[src/common/lcd_col_pkg.sv]
// shared constants, level codes and slot mapping for the 80-column driver
// assumes all users import the whole package
package lcd_col_pkg;

  localparam int COLUMN_COUNT = 80;
  localparam int NIBBLE_WIDTH = 4;
  localparam int NIBBLES_PER_ROW = COLUMN_COUNT / NIBBLE_WIDTH;
  localparam int LEVEL_WIDTH = 2;
  localparam int COUNT_WIDTH = 5;
  localparam int SLOT_WIDTH = 7;

  // four drive levels; one and two select, three and four do not
  typedef enum logic [1:0] {
    LEVEL_ONE = 2'h0,
    LEVEL_TWO = 2'h1,
    LEVEL_THREE = 2'h2,
    LEVEL_FOUR = 2'h3
  } drive_level_type;

  typedef enum logic {
    FILL_ARMED = 1'b0,
    FILL_DONE = 1'b1
  } fill_state_type;

  localparam logic DIR_FROM_FIRST = 1'h0;
  localparam logic POLARITY_PLUS = 1'h0;
  localparam logic CARRY_IDLE_N = 1'h1;
  localparam logic CLOCK_RESET_LEVEL = 1'h0;
  localparam logic [COUNT_WIDTH-1:0] COUNT_RESET = 5'h00;
  localparam logic [COUNT_WIDTH-1:0] COUNT_LAST = 5'(NIBBLES_PER_ROW - 1);
  localparam logic [SLOT_WIDTH-1:0] SLOT_LAST = 7'(COLUMN_COUNT - 1);
  localparam logic [1:0] BIT_TOP = 2'h3;

  // column index (0 based) that nibble bit bitPos of nibble nibbleCount lands on
  function automatic logic [SLOT_WIDTH-1:0] slotIndex(input logic [COUNT_WIDTH-1:0] nibbleCount,
                                                      input logic [1:0] bitPos,
                                                      input logic direction);
    logic [SLOT_WIDTH-1:0] fromFirst;
    fromFirst = {nibbleCount, 2'h0} + 7'(BIT_TOP - bitPos);
    slotIndex = (direction == DIR_FROM_FIRST) ? fromFirst : SLOT_LAST - fromFirst;
  endfunction

  // level chosen by a pixel bit and the ac polarity
  function automatic drive_level_type levelFor(input logic pixel, input logic polarity);
    if (polarity == POLARITY_PLUS) begin
      levelFor = pixel ? LEVEL_ONE : LEVEL_THREE;
    end else begin
      levelFor = pixel ? LEVEL_TWO : LEVEL_FOUR;
    end
  endfunction

endpackage

[src/common/nibble_load_if.sv]
// link between the driver top and its nibble loader
// assumes both ends run on the same clock
`timescale 1ns/1ps
`default_nettype none
interface nibble_load_if;
  import lcd_col_pkg::*;

  logic shiftStrobe;
  logic [NIBBLE_WIDTH-1:0] nibble;
  logic direction;
  logic rearm;
  logic [COLUMN_COUNT-1:0] row;
  logic full;
  logic [COUNT_WIDTH-1:0] count;

  modport loader (input shiftStrobe, nibble, direction, rearm, output row, full, count);
  modport driver (output shiftStrobe, nibble, direction, rearm, input row, full, count);
endinterface
`default_nettype wire

[src/verilog/lcd_column_driver_80.sv]
// 80-column dot-matrix lcd driver: nibble loading, line latch, level select
// assumes every input is synchronous to clk, which runs far above the shift rate
//
// Contract
// - There are 80 column outputs, each at one of four levels set by its latched pixel and polarity.
// - Pixels arrive four at a time and a one selects while a zero does not select.
// - A nibble is captured when the shift clock falls.
// - When the line latch clock falls the collected row is copied into the output latch.
// - Column levels change with the line latch fall, never at shift clock edges.
// - The controller drives polarity and the device swaps level pairs with it.
// - With direction zero bit three fills column 1,5..77 and bit zero column 4,8..80.
// - Shift clock and nibble are ignored while the enable input is high.
// - Drivers chain through enable and carry, handing on once their columns are full.
// - Loading is four bits wide with direction select choosing the end filled first.
`timescale 1ns/1ps
`default_nettype none
module lcd_column_driver_80
  import lcd_col_pkg::*;
(
  // clock and reset
  input wire logic clk,
  input wire logic rst,
  // controller clocks and data
  input wire logic lineLatchClock,
  input wire logic nibbleShiftClock,
  input wire logic [NIBBLE_WIDTH-1:0] pixelNibble,
  input wire logic loadDirectionSelect,
  input wire logic acPolarity,
  // cascade
  input wire logic chainEnable_n,
  output logic chainCarry_n,
  // column drive level codes, two bits per column
  output logic [COLUMN_COUNT*LEVEL_WIDTH-1:0] columnOutputs
);

  nibble_load_if load ();

  nibble_loader loader (
    .clk(clk),
    .rst(rst),
    .load(load)
  );

  logic prevShift;
  logic prevLatch;
  logic [COLUMN_COUNT-1:0] latched;
  logic [COLUMN_COUNT-1:0] next_latched;
  logic [COLUMN_COUNT*LEVEL_WIDTH-1:0] next_columnOutputs;
  wire logic shiftFall;
  wire logic latchFall;
  wire logic enabled;

  assign enabled = ~chainEnable_n;
  assign shiftFall = prevShift & ~nibbleShiftClock;
  assign latchFall = prevLatch & ~lineLatchClock;

  // a disabled device sees neither shift edges nor data
  assign load.shiftStrobe = shiftFall & enabled;
  assign load.nibble = enabled ? pixelNibble : '0;
  assign load.direction = loadDirectionSelect;
  assign load.rearm = latchFall;

  assign next_latched = latchFall ? load.row : latched;

  // levels follow the latch, so shift activity never reaches the columns
  always_comb begin
    next_columnOutputs = '0;
    for (int i = 0; i < COLUMN_COUNT; i++) begin
      next_columnOutputs[i*LEVEL_WIDTH +: LEVEL_WIDTH] =
        levelFor(next_latched[i], acPolarity);
    end
  end

  always_ff @(posedge clk) begin
    if (rst) begin
      prevShift <= CLOCK_RESET_LEVEL;
      prevLatch <= CLOCK_RESET_LEVEL;
      latched <= '0;
      columnOutputs <= '0;
      chainCarry_n <= CARRY_IDLE_N;
    end else begin
      prevShift <= nibbleShiftClock;
      prevLatch <= lineLatchClock;
      latched <= next_latched;
      columnOutputs <= next_columnOutputs;
      chainCarry_n <= ~load.full;
    end
  end

  chk_carry_after_fill: assert property (@(posedge clk) disable iff (rst)
    (load.shiftStrobe && load.count == COUNT_LAST && !load.full && !latchFall)
    |=> ##1 !chainCarry_n)
    else $error("carry not low after last nibble");

  chk_carry_idle: assert property (@(posedge clk) disable iff (rst)
    latchFall |=> ##1 chainCarry_n)
    else $error("carry stayed low after re-arm");

  chk_latch_copy: assert property (@(posedge clk) disable iff (rst)
    latchFall |=> latched == $past(load.row))
    else $error("row not copied on latch fall");

  chk_levels_steady: assert property (@(posedge clk) disable iff (rst)
    (!latchFall && $stable(acPolarity) && shiftFall) |=> $stable(columnOutputs))
    else $error("columns moved on a shift edge");

  // table written out here so a slip in the shared level function still shows
  chk_level_map: assert property (@(posedge clk) disable iff (rst)
    !rst |=> columnOutputs[LEVEL_WIDTH-1:0] == ($past(acPolarity) ?
      ($past(next_latched[0]) ? LEVEL_TWO : LEVEL_FOUR) :
      ($past(next_latched[0]) ? LEVEL_ONE : LEVEL_THREE)))
    else $error("column one level wrong");

  chk_polarity_swap: assert property (@(posedge clk) disable iff (rst)
    (!latchFall && acPolarity != POLARITY_PLUS && latched[1])
    |=> columnOutputs[2*LEVEL_WIDTH-1:LEVEL_WIDTH] == LEVEL_TWO)
    else $error("polarity did not swap level pair");

  chk_disabled_ignore: assert property (@(posedge clk) disable iff (rst)
    (chainEnable_n && !latchFall) |=> $stable(load.row))
    else $error("disabled device took a nibble");

  // reset leaves carry idle and every column at the level-one code
  chk_reset_carry: assert property (@(posedge clk)
    rst |=> chainCarry_n == CARRY_IDLE_N)
    else $error("carry not idle after reset");

  chk_reset_levels: assert property (@(posedge clk)
    rst |=> columnOutputs == '0)
    else $error("columns not at reset level");

  // a disabled device passes neither strobes nor data to the loader
  chk_strobe_gated: assert property (@(posedge clk) disable iff (rst)
    chainEnable_n |-> !load.shiftStrobe)
    else $error("shift strobe passed while disabled");

  chk_nibble_gated: assert property (@(posedge clk) disable iff (rst)
    chainEnable_n |-> load.nibble == '0)
    else $error("nibble passed while disabled");

  // edge history is reset low, so the sample right after reset is left out
  chk_strobe_on_fall: assert property (@(posedge clk) disable iff (rst)
    (!chainEnable_n && !nibbleShiftClock && $past(nibbleShiftClock) && !$past(rst))
    |-> load.shiftStrobe)
    else $error("shift fall not taken");

  chk_no_strobe_high: assert property (@(posedge clk) disable iff (rst)
    nibbleShiftClock |-> !load.shiftStrobe)
    else $error("strobe while shift clock high");

  chk_latch_on_fall: assert property (@(posedge clk) disable iff (rst)
    (!lineLatchClock && $past(lineLatchClock) && !$past(rst)) |-> load.rearm)
    else $error("latch fall not seen");

  chk_no_latch_high: assert property (@(posedge clk) disable iff (rst)
    lineLatchClock |-> !load.rearm)
    else $error("latch taken while latch clock high");

  // between latch falls the output latch holds, and the levels hold while polarity is steady
  chk_latch_hold: assert property (@(posedge clk) disable iff (rst)
    !latchFall |=> $stable(latched))
    else $error("output latch moved without latch fall");

  chk_levels_hold: assert property (@(posedge clk) disable iff (rst)
    (!latchFall && $stable(acPolarity) && !$past(rst))
    |=> $stable(columnOutputs))
    else $error("columns moved without latch fall or polarity change");

  chk_latch_drops_nibble: assert property (@(posedge clk) disable iff (rst)
    latchFall |=> $stable(load.row))
    else $error("nibble taken on a latch fall");

  // carry follows the loader's full flag one edge later
  chk_carry_armed: assert property (@(posedge clk) disable iff (rst)
    !load.full |=> chainCarry_n)
    else $error("carry low while loading is armed");

  chk_carry_full: assert property (@(posedge clk) disable iff (rst)
    load.full |=> !chainCarry_n)
    else $error("carry high while row is full");

  // level table at the first and last column, against the level codes
  chk_level_one: assert property (@(posedge clk) disable iff (rst)
    (!rst && !latchFall && acPolarity == POLARITY_PLUS && latched[0])
    |=> columnOutputs[LEVEL_WIDTH-1:0] == LEVEL_ONE)
    else $error("selected column not at level one");

  chk_level_three: assert property (@(posedge clk) disable iff (rst)
    (!rst && !latchFall && acPolarity == POLARITY_PLUS && !latched[0])
    |=> columnOutputs[LEVEL_WIDTH-1:0] == LEVEL_THREE)
    else $error("unselected column not at level three");

  chk_level_four: assert property (@(posedge clk) disable iff (rst)
    (!rst && !latchFall && acPolarity != POLARITY_PLUS && !latched[0])
    |=> columnOutputs[LEVEL_WIDTH-1:0] == LEVEL_FOUR)
    else $error("unselected column not at level four");

  chk_last_column: assert property (@(posedge clk) disable iff (rst)
    (!rst && !latchFall && acPolarity == POLARITY_PLUS && latched[COLUMN_COUNT-1])
    |=> columnOutputs[COLUMN_COUNT*LEVEL_WIDTH-1 -: LEVEL_WIDTH] == LEVEL_ONE)
    else $error("last column not at level one");

  chk_last_three: assert property (@(posedge clk) disable iff (rst)
    (!rst && !latchFall && acPolarity == POLARITY_PLUS && !latched[COLUMN_COUNT-1])
    |=> columnOutputs[COLUMN_COUNT*LEVEL_WIDTH-1 -: LEVEL_WIDTH] == LEVEL_THREE)
    else $error("last column not at level three");

  chk_last_four: assert property (@(posedge clk) disable iff (rst)
    (!rst && !latchFall && acPolarity != POLARITY_PLUS && !latched[COLUMN_COUNT-1])
    |=> columnOutputs[COLUMN_COUNT*LEVEL_WIDTH-1 -: LEVEL_WIDTH] == LEVEL_FOUR)
    else $error("last column not at level four");

  chk_select_pair: assert property (@(posedge clk) disable iff (rst)
    (!rst && !latchFall && latched[0])
    |=> columnOutputs[LEVEL_WIDTH-1:0] inside {LEVEL_ONE, LEVEL_TWO})
    else $error("pixel one not at a selection level");

  chk_nonselect_pair: assert property (@(posedge clk) disable iff (rst)
    (!rst && !latchFall && !latched[0])
    |=> columnOutputs[LEVEL_WIDTH-1:0] inside {LEVEL_THREE, LEVEL_FOUR})
    else $error("pixel zero not at a non-selection level");

endmodule
`default_nettype wire

[src/verilog/nibble_loader.sv]
// collects pixel nibbles into the 80-bit row in either fill direction
// assumes strobe is already gated by the chain enable
`timescale 1ns/1ps
`default_nettype none
module nibble_loader
  import lcd_col_pkg::*;
(
  // clock and reset
  input wire logic clk,
  input wire logic rst,
  // link to the driver top
  nibble_load_if.loader load
);

  fill_state_type fillState;
  fill_state_type next_fillState;
  logic [COUNT_WIDTH-1:0] count;
  logic [COLUMN_COUNT-1:0] row;
  wire logic takeNibble;
  wire logic lastNibble;

  assign takeNibble = load.shiftStrobe & (fillState == FILL_ARMED) & ~load.rearm;
  assign lastNibble = (count == COUNT_LAST);

  always_comb begin
    case (fillState)
      FILL_ARMED: next_fillState = (takeNibble && lastNibble) ? FILL_DONE : FILL_ARMED;
      FILL_DONE: next_fillState = FILL_DONE;
      default: next_fillState = FILL_ARMED;
    endcase
    if (load.rearm) begin
      next_fillState = FILL_ARMED;
    end
  end

  always_ff @(posedge clk) begin
    if (rst) begin
      fillState <= FILL_ARMED;
      count <= COUNT_RESET;
      row <= '0;
    end else begin
      fillState <= next_fillState;
      if (load.rearm) begin
        count <= COUNT_RESET;
      end else if (takeNibble && !lastNibble) begin
        count <= count + 5'h01;
      end
      if (takeNibble) begin
        // each nibble bit lands one column apart from its neighbours' slots
        for (int b = 0; b < NIBBLE_WIDTH; b++) begin
          row[slotIndex(count, 2'(b), load.direction)] <= load.nibble[b];
        end
      end
    end
  end

  assign load.row = row;
  assign load.full = (fillState == FILL_DONE);
  assign load.count = count;

  chk_first_slot: assert property (@(posedge clk) disable iff (rst)
    (takeNibble && count == COUNT_RESET && load.direction == DIR_FROM_FIRST)
    |=> (row[0] == $past(load.nibble[3]) && row[3] == $past(load.nibble[0])))
    else $error("first nibble not placed at columns one to four");

  chk_reverse_slot: assert property (@(posedge clk) disable iff (rst)
    (takeNibble && count == COUNT_RESET && load.direction != DIR_FROM_FIRST)
    |=> row[COLUMN_COUNT-1] == $past(load.nibble[3]))
    else $error("reverse fill did not start at the far end");

  chk_full_ignores: assert property (@(posedge clk) disable iff (rst)
    (load.full && !load.rearm) |=> $stable(row))
    else $error("row changed while full");

  chk_rearm_clears: assert property (@(posedge clk) disable iff (rst)
    load.rearm |=> (!load.full && count == COUNT_RESET))
    else $error("latch edge did not re-arm loading");

endmodule
`default_nettype wire
[config.mk]
export PLATFORM = sky130hd
export DESIGN_NAME = lcd_column_driver_80
export DESIGN_NICKNAME = d
export VERILOG_FILES = /design/src/common/lcd_col_pkg.sv /design/src/common/nibble_load_if.sv /design/src/verilog/lcd_column_driver_80.sv /design/src/verilog/nibble_loader.sv
export SDC_FILE = /design/constraint.sdc
export NUM_CORES = 1
export LEC_CHECK = 0
export BUFFER_PORTS_ARGS = -buffer_cell sky130_fd_sc_hd__clkbuf_2
export CAP_MARGIN = 40
export CORE_MARGIN = 2
export CORE_UTILIZATION = 31
export DETAILED_ROUTE_END_ITERATION = 16
export SYNTH_ARGS = -nofsm -noshare
export SYNTH_HDL_FRONTEND = slang
export SYNTH_SLANG_ARGS = --single-unit
[constraint.sdc]
create_clock -name clk -period 3.05 [get_ports clk]
set_clock_uncertainty 0.1 [all_clocks]
set_input_delay 0.305 -clock clk [delete_from_list [all_inputs] [get_ports clk]]
set_output_delay 0.305 -clock clk [all_outputs]
set_load 0.01 [all_outputs]
# Yosys cells after proc, flatten, opt, wreduce, memory -nomap -nowiden
# Index checks and enable logic that the tools add are counted.
# totals
input_bits	11
register_bits	329
elab_cells	303
output_inout_bits	161
# op_classes
muxes	260
n_lt_le_gt_ge	8
n_eq_ne	1
n_reduce_logical	8
add_sub_neg	8
bitwise_logic	10
# op_table
cell	n
$mux W2	240
$bwmux W80	4
$mux W80	1
$lt A7 B8 Y1 const B	4
$demux W1 S7	4
$ge A7 B1 Y1 const B	4
$mux W7	4
$sub A7 B7 Y7 const A	4
$add A7 B2 Y7 const B	2
$add A7 B1 Y7 const B	1
$logic_and A1 B1 Y1	6
$add A5 B1 Y5 const B	1
$and A1 B1 Y1	5
$eq A5 B5 Y1 const B	1
$mux W1	5
$not A1 Y1	5
$mux W4	1
$pmux W1 S2	1
$reduce_or A2 Y1	1
$logic_not A1 Y1	1

# Logic depth before layout (Yosys ltp)
# logic_depth
depth_word	11
ltp_mapped	11
ltp_nobuf	7

# Modules after synthesis
# Synthesis repeated with hierarchy kept, for this count alone.
# unflattened
hier_cells	1212
hier_area_um2	12255.5
# modules_own_cells
mod	cells_each	n_inst	seq_area_each_um2	area_each_um2
lcd_column_driver_80	734	1	3283.1	7978.9
nibble_loader	478	1	1721.7	4276.6

# Worst setup path before layout
# No wires, ideal clock.
# synth_timing
path_type	input-to-reg
start	input port loadDirectionSelect
end	register loader.row[63], in the netlist loader.load.row[63]
cell_stages	9
slack_ps	448
required_ps	2812
n_path_buf	4
setup_ps	138
arrival_ps	2365
cell_sequence	buf_2 -> clkbuf_1 -> inv_1 -> ha_1 -> clkbuf_1 -> clkbuf_1 -> nor2_1 -> nor4_2 -> a211oi_1
# synth_via
elab_chain_len	9
elab_cells_between_ends	28
cone_classes	8 x order compare; 16 x mux; 4 x reduce/logical
# synth_lines
element	line	source
start: declaration	lcd_column_driver_80.sv:27	input wire logic loadDirectionSelect,
$mux W7	lcd_col_pkg.sv:40	slotIndex = (direction == DIR_FROM_FIRST) ? fromFirst : SLOT_LAST - fromFirst;
$lt A7 B8 Y1 (implied by the code) / $ge A7 B1 Y1 (equally long branches)	nibble_loader.sv:51	row[slotIndex(count, 2'(b), load.direction)] <= load.nibble[b];
$logic_and A1 B1 Y1 (implied by the code)	nibble_loader.sv:51	
$mux W1 (implied by the code)	nibble_loader.sv:51	
$demux W1 S7	--	
$bwmux W80 (3 in a row)	nibble_loader.sv:51	
$bwmux W80 *	nibble_loader.sv:51	
end signal: indexed assignment	nibble_loader.sv:51	
end: declaration	nibble_loader.sv:18	logic [COLUMN_COUNT-1:0] row;
# Every way passes the cells marked *; elsewhere a longest branch is shown, timed or not.
# A chain may end at the register's enable or synchronous reset.

# Worst setup path after layout
# layout_timing
start	register loader.count[2], in the netlist loader.load.count[2]
end	register loader.row[21], in the netlist loader.load.row[21]
# layout_via
elab_chain_len	11
elab_cells_between_ends	35
cone_classes	7 x add/sub; 8 x order compare; 16 x mux; 4 x reduce/logical
# layout_lines
element	line	source
start: declaration	nibble_loader.sv:17	logic [COUNT_WIDTH-1:0] count;
start signal: assignment	nibble_loader.sv:46	count <= count + 5'h01;
$add A7 B2 Y7	lcd_col_pkg.sv:39	fromFirst = {nibbleCount, 2'h0} + 7'(BIT_TOP - bitPos);
$sub A7 B7 Y7	lcd_col_pkg.sv:40	
$mux W7	lcd_col_pkg.sv:40	
$lt A7 B8 Y1 (implied by the code) / $ge A7 B1 Y1 (equally long branches)	nibble_loader.sv:51	
$logic_and A1 B1 Y1 (implied by the code)	nibble_loader.sv:51	
$mux W1 (implied by the code)	nibble_loader.sv:51	
$demux W1 S7	--	
$bwmux W80 (3 in a row)	nibble_loader.sv:51	
$bwmux W80 *	nibble_loader.sv:51	
# Marked as above.

==> results by group <==
Setup path
  – Critical Path Source Type: flip-flop
  – R2R setup slack: 270 ps
  – CP bufs+invs: 1
  – Kind of cell adding the most delay to the critical path: simple AND/OR/NAND/NOR gates
  – Critical Path Slowest Stage Cell: nor4b_1
  – Slowest stage delay, CP: 550 ps
  – Reg-to-reg startpoint: loader.load.count[2]
  – Worst EP arrival: 3100 ps
  – Critical Path RT: 3370 ps
  – Type of the worst setup path: reg2reg
  – Reg2reg end: loader.load.row[21]
  – Crit-path cells: inv_1, ha_1, nor4b_1, o31a_1, and2_1, mux2i_1, nor2_1
  – Max FO, Critical Path: 11
  – FF-to-FF path depth: 7
  – Crit. End Element: flip-flop

Power
  – Clock power frac: 0.465
  – Power Dens Cells: 606.4 mW/mm^2
  – Power share of the combinational group: 0.069
  – Leak: 5.242 nW
  – Psw: 1.682 mW
  – Overall power: 7.179 mW
  – Seq pwr share: 0.466
  – Sw frac: 0.2343
  – Int Pwr: 5.498 mW
  – Peak VDD IR: 0.0003695 V

Timing
  – Worst Tran Pin Value: 802.4 ps
  – Final TNS setup: 0 ps
  – Clock period minus worst slack: 2782 ps
  – Post-route setup slack: 267.8 ps
  – Unrepaired setup endpoints after global routing: no
  – Final hold vios: 0
  – Final worst-path cycle share: 0.9122
  – Fmax: 359.4 MHz
  – Max-slew violations: 0
  – Endpoints failing setup: 0
  – Slew margin rel.: 0.4644

Run status
  – Status: finished, final reports clean

Synthesis
  – Post-synth ARST share: 0
  – Post-synth EDFFs: 0
  – Top-area cell type share of the netlist area: 0.4994
  – Synth cell count leaders: dfxtp_1, nor2_1, mux2i_1, nor2b_1, buf_4
  – Synthesized netlist cell count: 1032
  – Top FF cell, synth: dfxtp_1
  – Top post-synthesis cells by area: dfxtp_1, mux2i_1, buf_4, nor2b_1, nor2_1
  – Yosys cell types: 62
  – Mean Syn Cell Area: 9.711 sq um
  – Top-count cell post-synth: dfxtp_1
  – Seq/Total Area, Yosys: 0.4994
  – Yosys warnings: 0
  – Syn_nets: 1053
  – Post-Synthesis Cell Area: 0.01002 sq mm
  – Biggest area consumer among synthesized cells: dfxtp_1
  – Post-synthesis register bit count: 250

Clock tree
  – Cts bufs inserted: 28
  – Clk_lat worst skew: 550 ps
  – Longest Clk Path Bufs: 3
  – TritonCTS clock tree: done
  – Post-CTS resize count: 0
  – Setup bufs post-CTS: 0
  – Root Driver: clkbuf_16
  – Reg clk slew, reported paths: 60 ps
  – Hold_buf cts: 3
  – # clock sinks: 250
  – CTS H-tree depth: 1

Place
  – Pre-CTS setup slack: 299.8 ps
  – I/O Buffers: 171
  – Global placement routability congestion: 0.8621
  – Placed insts: 1499
  – DP Wirelength: 16.66 mm

Floorplan
  – I/O Pins: 172
  – Die ar.: 0.03378 sq mm
  – Initial Util: 0.3160
  – Die Y: 183.8 microns
  – Core area: 0.03172 sq mm
  – Die width: 183.8 microns
  – Rows: 65

Finish
  – Synth-to-Final Area Change: 18.14%
  – # fillers: 3182
  – Final #Nets: 1151
  – Share of cells above drive strength 1: 0.2407
  – Post-Layout Cell Count: 1553
  – Antenna diode instance count: 0

Route
  – DR vias/cell: 4.593
  – Via Count: 7133
  – DR pass1 iterations: 5
  – Final WL: 23.86 mm
  – WL/cell: 15.36 microns
  – DR DRC count: 0
  – Iteration-0 DRC Markers: 486
  – Number of routed nets with antenna violations: 0

Min path
  – Min-Delay Endpoint: latched[41]
  – Worst hold path cell count: 2
  – Hold Startpoint: rst
  – Min-Delay Path Class: in2reg

GRT
  – GR Overflow Total: 0
  – Global-route wire length before repair: 37.14 mm
  – Number of global-route vias before repair: 6718
  – Largest net degree at the start of global routing: 95
  – Initial antenna violation count: 0
  – Total track usage: 0.1377

Job
  – Max-Cap Viols: 0
## cell usage in the layout, fill, tap and decap left out, types with 8 or more instances in the layout
cell type | Yosys | layout
clkbuf_8 | 0 | 8
nor2b_1 | 95 | 95
dfxtp_1 | 250 | 249
nand2_1 | 49 | 49
clkbuf_2 | 1 | 170
clkbuf_16 | 0 | 28
a21oi_1 | 48 | 48
nor2_1 | 138 | 138
nand2b_1 | 15 | 14
a211oi_1 | 20 | 20
nand3_1 | 42 | 42
buf_4 | 83 | 35
and2_1 | 8 | 8
ha_1 | 10 | 10
mux2i_1 | 114 | 114
## logic make-up after synthesis
kind of cell    after synthesis  share of synthesized area
flops                       250                     0.4994
compound gates              106                    0.06767
buf+inv                     150                    0.09089
mux                         115                     0.1150
simple gates                395                     0.2086
xor+xnor                      6                   0.005993
fa+ha+maj                    10                    0.01248
## worst max-delay path by stage
stage,start,endpoint,slack (ps),cells after the start
CTS,loader.load.count[2],loader.load.row[21],310,7
detailed placement,chainEnable_n,loader.load.row[24],300,6
global placement,chainEnable_n,loader.load.row[24],400,6
global route,loader.load.count[2],loader.load.row[17],140,7
finish,loader.load.count[2],loader.load.row[21],270,7
floorplan,loadDirectionSelect,loader.load.row[63],450,9
## per-layer routing
metal	share of wire	routed length, microns	global-route usage
met1	0.48	11380	0.1905
met2	0.44	10560	0.2216
met3	0.061	1451	0.02357
met4	0.019	463	0.03648
met5	0	0	0
## through the flow
| stage | hold slack, ps | cell area (sq um) | util |
|---|---|---|---|
| finish | 129.8 | 11840 | 0.3733 |
| global route | 155.2 | 11840 | 0.3733 |
| CTS | 131.1 | 11840 | 0.3733 |
| detailed placement | 349.0 | 10860 | 0.3425 |
| global placement | 344.7 | 10840 | 0.3419 |
| floorplan | 333.2 | 10020 | - |
## final cells by class
type                       count  area, sq um  share of cell area
clock buffer                  42        833.3             0.07038
clock inverter                 9        113.9            0.009616
inverter                       4        15.01            0.001268
multi-input combinational    632         4114              0.3475
sequential                   250         5006              0.4228
tap                          402        503.0             0.04248
timing repair buffer         214         1255              0.1060
## power by group through the flow
stage | Clock (mW) | Combinational [mW] | Sequential (mW)
after floorplan | 0 | 0.321 | 3.45
after global placement | 0 | 0.486 | 3.43
after detailed placement | 0 | 0.495 | 3.42
after CTS | 3.43 | 0.499 | 3.35
after global routing | 3.57 | 0.540 | 3.35
final | 3.34 | 0.493 | 3.35
## flip-flops by register name, indices dropped and copies added, names as in the netlist
name	cells
columnOutputs	81
latched	80
loader.load.row	80
loader.load.count	5
chainCarry_n	1
loader.load.full	1
prevLatch	1
prevShift	1
(Power assumes the default switching activity.)
